===== src/logic/gcss_params.svh =====
`ifndef GCSS_PARAMS_SVH
`define GCSS_PARAMS_SVH

// register offsets
`define GCSS_OFS_STATUS   8'h5b
`define GCSS_OFS_STRETCH  8'h5c
`define GCSS_OFS_AUX      8'h5d
`define GCSS_OFS_BASE     8'h5e
`define GCSS_OFS_CONTROL  8'h5f

// control register fields
`define GCSS_CTL_POL      7
`define GCSS_CTL_VALID    6
`define GCSS_CTL_TO_PROG  5
`define GCSS_CTL_SIZE_HI  3
`define GCSS_CTL_SIZE_LO  0

// auxiliary routing register fields
`define GCSS_AUX_G1_PROG  0
`define GCSS_AUX_G1_G2    1
`define GCSS_AUX_G1_POL   2
`define GCSS_AUX_PROG_POL 3

// stretch register fields, two bits each
`define GCSS_STR_PROG     0
`define GCSS_STR_G1       2
`define GCSS_STR_G2       4

// reset values
`define GCSS_RST_BASE     8'h00
`define GCSS_RST_CONTROL  8'h00
`define GCSS_RST_AUX      4'h0
`define GCSS_RST_STRETCH  6'h00

// timing
`define GCSS_CLK_NS       5
`define GCSS_E_PERIOD_NS  250
`define GCSS_MAX_SIZE     4'h8

`endif


===== src/logic/gcss_pkg.sv =====
package gcss_pkg;

  typedef struct packed {
    logic [7:0]  base_reg;
    logic [7:0]  ctrl_reg;
    logic [3:0]  aux_reg;
    logic [5:0]  strc_reg;
    logic [7:0]  ph_cnt;
    logic [8:0]  tick_cnt;
    logic        e_high;
    logic [2:0]  stretch_halves;
    logic [18:0] addr;
    logic        addr_ok;
    logic        prog_hit;
    logic        g1_hit;
    logic        g2_hit;
    logic        cycle_start;
    logic        bus_tick;
    logic        prog_pin;
    logic        g1_pin;
    logic        g2_pin;
    logic [7:0]  rd_data;
  } gcss_state_t;

endpackage


===== src/logic/gcss_top.sv =====
`timescale 1ns/1ps
`default_nettype none
`include "gcss_params.svh"

// Overview of operation
// second general select base comes from address bits 18 down to 11.
// a four-bit size field in the control register sets region extent.
// polarity bit 0 makes the second general pin active low, 1 active high.
// window bit 0 asserts only while bus clock high; 1 whole address time.
// drive-program bit ORs second general decode onto the program pin.
// when second general drives program pin, its own pin never asserts.
// first general routed to program pin: its pin never asserts.
// first-to-second routing merges general 1 onto second pin, unless program routed.
// chip selects and bus control change in step with the bus clock.
// stretching holds bus clock high one to three extra bus cycles.
// stretch applies only to accesses inside that select's region.
// internal timer and baud ticks keep running during a stretch.
// each select has a two-bit stretch field; zero disables stretching.
// an unasserted select pin rests at the inactive level of its polarity.
module gcss_top #(
  parameter int E_HALF = `GCSS_E_PERIOD_NS / (2 * `GCSS_CLK_NS)
) (
  input  wire logic        ref_clk,
  input  wire logic        nrst,
  input  wire logic [7:0]  reg_addr,
  input  wire logic [7:0]  reg_wdata,
  input  wire logic        reg_wr,
  input  wire logic        reg_rd,
  output logic      [7:0]  reg_rdata,
  input  wire logic [18:0] cpu_addr,
  input  wire logic        cpu_addr_valid,
  input  wire logic        prog_region_hit,
  input  wire logic        gen1_region_hit,
  output logic             e_clk,
  output logic             cycle_start,
  output logic             bus_tick,
  output logic             program_select_pin,
  output logic             gen1_select_pin,
  output logic             general_select_two_pin
);

  localparam logic [7:0] HALF_MAX = 8'(E_HALF - 1);
  localparam logic [8:0] TICK_MAX = 9'(2 * E_HALF - 1);

  logic rst_meta;
  logic rst_n_sync;

  gcss_pkg::gcss_state_t s;
  gcss_pkg::gcss_state_t n;

  logic [1:0] st_amt;
  logic       prog_act;
  logic       g1_act;
  logic       g2_act;
  logic       g2_window;

  function automatic logic region_hit(input logic [18:0] a,
                                      input logic [7:0]  base,
                                      input logic [3:0]  sz);
    logic [3:0] lim;
    logic [7:0] m;
    lim = (sz > `GCSS_MAX_SIZE) ? `GCSS_MAX_SIZE : sz;
    // size n spans 2k << (n-1), sizes above 8 acting as size 8; size 0 disables the select
    m = 8'hff << (lim - 4'h1);
    region_hit = (sz != 4'h0) && ((a[18:11] & m) == (base & m));
  endfunction

  function automatic logic pin_level(input logic act, input logic pol);
    pin_level = pol ? act : ~act;
  endfunction

  function automatic logic [1:0] max2(input logic [1:0] a, input logic [1:0] b);
    max2 = (a > b) ? a : b;
  endfunction

  always_ff @(posedge ref_clk or negedge nrst) begin
    if (!nrst) begin
      rst_meta   <= 1'b0;
      rst_n_sync <= 1'b0;
    end else begin
      rst_meta   <= 1'b1;
      rst_n_sync <= rst_meta;
    end
  end

  always_comb begin
    n = s;
    n.cycle_start = 1'b0;
    n.bus_tick    = 1'b0;
    n.rd_data     = 8'h00;
    st_amt        = 2'h0;

    if (reg_wr) begin
      case (reg_addr)
        `GCSS_OFS_BASE:    n.base_reg = reg_wdata;
        `GCSS_OFS_CONTROL: n.ctrl_reg = reg_wdata;
        `GCSS_OFS_AUX:     n.aux_reg  = reg_wdata[3:0];
        `GCSS_OFS_STRETCH: n.strc_reg = reg_wdata[5:0];
        default:           n.base_reg = s.base_reg;
      endcase
    end
    if (reg_rd) begin
      case (reg_addr)
        `GCSS_OFS_BASE:    n.rd_data = s.base_reg;
        `GCSS_OFS_CONTROL: n.rd_data = s.ctrl_reg;
        `GCSS_OFS_AUX:     n.rd_data = {4'h0, s.aux_reg};
        `GCSS_OFS_STRETCH: n.rd_data = {2'h0, s.strc_reg};
        `GCSS_OFS_STATUS:  n.rd_data = {3'h0, s.prog_pin, s.g1_pin, s.g2_pin,
                                        (s.stretch_halves != 3'h0), s.e_high};
        default:           n.rd_data = 8'h00;
      endcase
    end

    // free-running tick for timers and baud generators, blind to stretching
    if (s.tick_cnt == TICK_MAX) begin
      n.tick_cnt = 9'h000;
      n.bus_tick = 1'b1;
    end else begin
      n.tick_cnt = s.tick_cnt + 9'h001;
    end

    // stretch is the largest setting among selects the address decodes to
    if (s.prog_hit) begin
      st_amt = max2(st_amt, s.strc_reg[`GCSS_STR_PROG +: 2]);
    end
    if (s.g1_hit) begin
      st_amt = max2(st_amt, s.strc_reg[`GCSS_STR_G1 +: 2]);
    end
    if (s.g2_hit) begin
      st_amt = max2(st_amt, s.strc_reg[`GCSS_STR_G2 +: 2]);
    end

    if (s.ph_cnt == HALF_MAX) begin
      n.ph_cnt = 8'h00;
      if (!s.e_high) begin
        n.e_high         = 1'b1;
        n.stretch_halves = {st_amt, 1'b0};
      end else if (s.stretch_halves != 3'h0) begin
        n.stretch_halves = s.stretch_halves - 3'h1;
      end else begin
        // address is taken only at the falling bus clock edge
        n.e_high      = 1'b0;
        n.cycle_start = 1'b1;
        n.addr        = cpu_addr;
        n.addr_ok     = cpu_addr_valid;
        n.prog_hit    = cpu_addr_valid & prog_region_hit;
        n.g1_hit      = cpu_addr_valid & gen1_region_hit;
      end
    end else begin
      n.ph_cnt = s.ph_cnt + 8'h01;
    end

    // decode against the next register values so pins follow writes at once
    n.g2_hit = n.addr_ok & region_hit(n.addr, n.base_reg,
                                      n.ctrl_reg[`GCSS_CTL_SIZE_HI:`GCSS_CTL_SIZE_LO]);

    prog_act = n.prog_hit
             | (n.aux_reg[`GCSS_AUX_G1_PROG] & n.g1_hit)
             | (n.ctrl_reg[`GCSS_CTL_TO_PROG] & n.g2_hit);
    g2_act = ~n.ctrl_reg[`GCSS_CTL_TO_PROG]
           & (n.g2_hit | (n.aux_reg[`GCSS_AUX_G1_G2]
                        & ~n.aux_reg[`GCSS_AUX_G1_PROG] & n.g1_hit));
    g1_act = n.g1_hit
           & ~n.aux_reg[`GCSS_AUX_G1_PROG]
           & ~(n.aux_reg[`GCSS_AUX_G1_G2] & ~n.ctrl_reg[`GCSS_CTL_TO_PROG]);
    g2_window = n.ctrl_reg[`GCSS_CTL_VALID] | n.e_high;

    n.prog_pin = pin_level(prog_act, n.aux_reg[`GCSS_AUX_PROG_POL]);
    n.g1_pin   = pin_level(g1_act, n.aux_reg[`GCSS_AUX_G1_POL]);
    n.g2_pin   = pin_level(g2_act & g2_window, n.ctrl_reg[`GCSS_CTL_POL]);
  end

  always_ff @(posedge ref_clk or negedge rst_n_sync) begin
    if (!rst_n_sync) begin
      s                <= '0;
      s.base_reg       <= `GCSS_RST_BASE;
      s.ctrl_reg       <= `GCSS_RST_CONTROL;
      s.aux_reg        <= `GCSS_RST_AUX;
      s.strc_reg       <= `GCSS_RST_STRETCH;
      // all selects reset active low, so they rest high
      s.prog_pin       <= 1'b1;
      s.g1_pin         <= 1'b1;
      s.g2_pin         <= 1'b1;
    end else begin
      s <= n;
    end
  end

  assign reg_rdata              = s.rd_data;
  assign e_clk                  = s.e_high;
  assign cycle_start            = s.cycle_start;
  assign bus_tick               = s.bus_tick;
  assign program_select_pin     = s.prog_pin;
  assign gen1_select_pin        = s.g1_pin;
  assign general_select_two_pin = s.g2_pin;

  // helper counters read only by the checks below
  logic [1:0]  chk_st;
  logic [11:0] chk_high_len;
  logic [9:0]  chk_tick_gap;
  logic        chk_ticked;

  always_ff @(posedge ref_clk or negedge rst_n_sync) begin
    if (!rst_n_sync) begin
      chk_st       <= 2'h0;
      chk_high_len <= 12'h000;
      chk_tick_gap <= 10'h000;
      chk_ticked   <= 1'b0;
    end else begin
      if (!s.e_high && n.e_high) begin
        chk_st <= st_amt;
      end
      chk_high_len <= s.e_high ? chk_high_len + 12'h001 : 12'h000;
      chk_tick_gap <= s.bus_tick ? 10'h000 : chk_tick_gap + 10'h001;
      if (s.bus_tick) begin
        chk_ticked <= 1'b1;
      end
    end
  end
endmodule

`default_nettype wire


===== config.mk =====
export PLATFORM = sky130hd
export DESIGN_NAME = gcss_top
export DESIGN_NICKNAME = d
export VERILOG_FILES = /design/src/logic/gcss_pkg.sv /design/src/logic/gcss_top.sv
export VERILOG_INCLUDE_DIRS = /design/src /design/src/logic
export SDC_FILE = /design/constraint.sdc
export NUM_CORES = 1
export LEC_CHECK = 0
export ABC_CLOCK_PERIOD_IN_PS = 2350
export BUFFER_PORTS_ARGS = -buffer_cell sky130_fd_sc_hd__buf_2
export CAP_MARGIN = 10
export CORE_AREA = 5 5 77 114
export CTS_CLUSTER_DIAMETER = 200
export CTS_CLUSTER_SIZE = 25
export DETAILED_ROUTE_END_ITERATION = 10
export DIE_AREA = 0 0 82 119
export GPL_TIMING_DRIVEN = 0
export PLACE_DENSITY = 0.75
export REMOVE_ABC_BUFFERS = 1
export SLEW_MARGIN = 30
export SYNTH_ARGS = -nofsm -noshare
export SYNTH_HDL_FRONTEND = slang
export SYNTH_SLANG_ARGS = --single-unit

===== constraint.sdc =====
create_clock -name ref_clk -period 2.35 [get_ports ref_clk]
set_input_delay 0.235 -clock ref_clk [delete_from_list [all_inputs] [get_ports ref_clk]]
set_output_delay 0.235 -clock ref_clk [all_outputs]
set_load 0.005 [all_outputs]

After elaboration in Yosys (flattened, before gate mapping):

Index checks and enable logic that the tools add are counted.

* input bits: 42
* register bits after elaboration: 85
* output and inout port bits: 14

* $lt $le $gt $ge: 4
* bitwise operators: 25
* add/subtract/negate cells: 4
* equality and inequality tests: 9
* reductions and logical operators: 7
* muxes and demuxes: 29
* shift-type cells: 1

Operators by type and width (count)
* $mux 26: 2
* $mux 22: 2
* $eq 8x7->1 const B: 5
* $pmux 8 s5: 1
* $mux 8: 4
* $and 8x8->8: 2
* $and 1x1->1: 12
* $mux 2: 6
* $mux 4: 3
* $add 9x1->9 const B: 1
* $eq 9x6->1 const B: 1
* $mux 9: 1
* $add 8x1->8 const B: 1
* $eq 8x5->1 const B: 1
* $eq 8x8->1: 1
* $mux 1: 8
* $shl 8x4->8 const A: 1
* $not 1->1: 7
* $mux 6: 1
* $reduce_and 2->1: 3
* $gt 2x2->1: 2
* $gt 4x4->1 const B: 1
* $or 1x1->1: 4
* $reduce_bool 4->1: 1
* 8 further kinds: 8

Longest topological paths before layout:

* word-level depth: 20
* gate-level depth with buffers: 14

Worst setup path after synthesis:

OpenSTA, ideal clock, no wires.

* path type: reg-to-reg
* start: register s[54] (netlist name)
* end: register s, in the netlist general_select_two_pin
* arrival time: 2.985 ns
* library setup time: 0.075 ns
* stages on the path, launching flop included: 11
* setup slack: -0.710 ns
* path through: dfrtp_1 > or4b_4 > or3_1 > buf_2 > buf_6 > mux2_4 > xor2_1 > nand4b_1 > or4b_1 > a31oi_1 > xnor2_1

RTL lines
* from (decl): RTL line gcss_top.sv:48 `gcss_pkg::gcss_state_t s;`
* from (signal assigned): RTL line gcss_top.sv:185 `s <= n;`

==> summary.md <==
| Metric | Value |
|---|---|
| Status | complete, but fails checks |
| Failing checks | negative setup slack |
| Antenna Violating Nets Remaining | 0 |
| Warnings from Yosys | 0 |
| Chip width | 82 um |
| Number of diodes | 0 |
| NumNets Final | 463 |
| Cell Area, Synth | 0.00376 sq mm |
| WL final | 8530 um |
| Hold slack | 147 ps |
| # DRC | 0 |
| Root Buffer | clkbuf_16 |
| Initial Util | 49.4% |
| Core ar. | 0.00761 sq mm |
| Most frequent cells in the layout | 70 x dfrtp_1, 44 x buf_2, 28 x nand2_1, 27 x nor2_1, 25 x inv_1 |
| Largest net degree at the start of global routing | 38 |
| Area growth syn-to-layout | 22.6% |
| HPWL Detailed | 5870 um |
| Final Total Pwr | 2890 uW |
| Dpl ws | -1290 ps |
| #FFs+latches synth | 74 |
| Critical path fanouts, max | 5 |
| GRT Total Usage | 18.2% |
| Ratio of total power to cell area | 628 mW/mm^2 |
| Die Span Y | 119 um |
| FP Rows | 39 |
| Final setup fails | 3 |
| Post-route setup slack | -667 ps |
| Drt wl/cell | 16.6 um |
| Post-synth EDFFs | 0 |
| Slew @ Worst Pin | 755 ps |
| Clk_skew | 4.81 ps |
| Fin crit share | 128% |
| H-tree Lvls | 3 |
| Max-slew violation count | 0 |
| Avg Inst Size Synth | 10.8 sq um |
| Starting DRC count in detailed routing | 224 |
| Critical Path RT | 2610 ps |
| Seq/Total Area, Yosys | 49.4% |
| Crit. End Element | flop |
| Most common cell after layout, fill and taps aside | dfrtp_1 |
| Post-synthesis cell type count | 56 |
| Via density | 5.43 |
| VDD IR max | 0.442 mV |
| Worst skew pair latency | 330 ps |
| RSZ-0062 raised after global routing | true |
| Number of max-cap violations | 0 |
| Peak Freq | 331 MHz |
| CTS clock-pin slew for the worst setup and hold paths | 60 ps |
| Port bufs | 44 |
| Final hold vios | 0 |
| Synth Instances | 349 |
| Die area | 0.00976 sq mm |
| CTS sink count | 74 |
| Clock Tree Buf Depth | 2 |
| Minimum clock period | 3020 ps |
| Grt ovf | 0 |
| GPL Wtd Cong | 0.883 |
| Vias in the first global route | 2,823 |
| Final core utilization | 60.5% |
| Crit Path Class | reg -> reg |
| Drt first pass iters | 5 |
| Final setup TNS | -1500 ps |
| CTS tree | done |
| Critical path arrival | 3280 ps |
| First-pass GRT wire length | 13,400 um |
| Initial antenna violation count | 0 |
| CP startpoint kind | flop |
| Share of post-route cells with drive strength above 1 | 31.1% |
| Worst rel slew slack | 49.3% |
| IO Pins | 56 |
| DR vias | 2,784 |
| CTS Buf Count | 9 |
| Synth Flop Type | dfrtp_1 |
| Hold Path Class | in -> reg |
| Asr flop ratio synth | 100% |
| Leakage power | 0.00230 uW |
## layout make-up
cell class / instances / area [sq um]
tap: 102 / 128
clock inverter: 2 / 10.0
clock buffer: 14 / 274
fill: 618 / 3010
inverter: 27 / 101
multi-input combinational: 235 / 1880
sequential: 74 / 1860
timing repair buffer: 59 / 352
## final timing paths
path	from	endpoint	slack, ps	depth (start not counted)
min reg2reg	rst_n_sync	s[30]	300	0
max	s[56]	general_select_two_pin	-670	8
min	cpu_addr[11]	s[28]	150	3
min in group asynchronous	nrst	rst_n_sync	200	2
max in group asynchronous	rst_n_sync	s[15]	1490	1
max reg2reg	s[56]	general_select_two_pin	-670	8
## per-layer routing
metal  wire length [um]  vias up  global-route usage (%)
li1                   -     1318                       -
met1               3340     1371                    22.1
met2               4530       80                    29.6
met3                454       15                    5.36
met4                201        0                    7.48
met5                  0        -                       0
## cells in the mapped netlist (2+ instances only)
| master | count | area (sq um) |
|---|---|---|
| a21oi_1 | 13 | 65.1 |
| a221oi_1 | 2 | 17.5 |
| a22oi_1 | 5 | 37.5 |
| a31oi_1 | 2 | 12.5 |
| and2_1 | 2 | 12.5 |
| and3_1 | 4 | 25.0 |
| buf_4 | 8 | 60.1 |
| clkbuf_1 | 4 | 15.0 |
| dfrtp_1 | 71 | 1780 |
| dfstp_2 | 3 | 78.8 |
| ha_1 | 15 | 188 |
| inv_1 | 26 | 97.6 |
| mux2_2 | 23 | 259 |
| mux2_4 | 4 | 60.1 |
| mux2i_1 | 11 | 110 |
| nand2_1 | 30 | 113 |
| nand2b_1 | 2 | 12.5 |
| nand3_1 | 16 | 80.1 |
| nand3b_1 | 5 | 37.5 |
| nand4_1 | 3 | 18.8 |
| nor2_1 | 27 | 101 |
| nor2b_1 | 5 | 31.3 |
| nor3_1 | 3 | 15.0 |
| nor4_1 | 2 | 12.5 |
| o21ai_0 | 9 | 45.0 |
| o22ai_1 | 2 | 12.5 |
| or4_1 | 2 | 15.0 |
| xnor2_1 | 12 | 105 |
| xnor2_2 | 2 | 32.5 |
| xor2_1 | 10 | 87.6 |
## logic make-up after synthesis
family          Yosys count  share of synthesized area (%)
simple gates            112                           15.4
flops                    74                           49.4
compound gates           44                           7.59
buf+inv                  41                           5.13
mux                      38                           11.4
xor+xnor                 24                           5.99
fa+ha+maj                15                           5.00
other cells               1                         0.0998
## through the flow
stage          cell area, sq um  instances
3_3_place_gp               4010        481
4_1_cts                    4490        511
6_report                   4610        513
5_1_grt                    4610        513
2_1_floorplan              3670        335
3_5_place_dp               4040        482
## worst max-delay path, stage by stage (launching register included)
cell	delay (ps)
dfrtp_1	380
or4b_4	560
or3_4	420
mux2_4	340
xor2_2	160
nand4b_1	200
or4b_4	570
a31oi_4	170
xnor2_1	130
## report_power, final
group / internal [uW] / leakage [uW] / total, uW / switching, uW
Combinational: 116 / 0.00120 / 245 / 129
Clock: 798 / 0.000143 / 1300 / 499
Sequential: 1320 / 0.000958 / 1350 / 35.0
## state kept, by name, indices dropped and copies added (netlist names)
register                count
program_select_pin          1
s                          58
rst_n_sync                  1
general_select_two_pin      1
bus_tick                    1
rst_meta                    1
cycle_start                 1
reg_rdata                   8
e_clk                       1
gen1_select_pin             1
## timing repair
action | CTS | global route
gates cloned | 1 | 0
setup buffers | 11 | 2
resized for setup | 12 | 16
endpoints found under the setup margin | 5 | 5
pin swaps | 10 | 9
hold buffers | 1 | 0
endpoints found under the hold margin | 2 | 0
No activity file was read; power rests on OpenSTA's default activity.
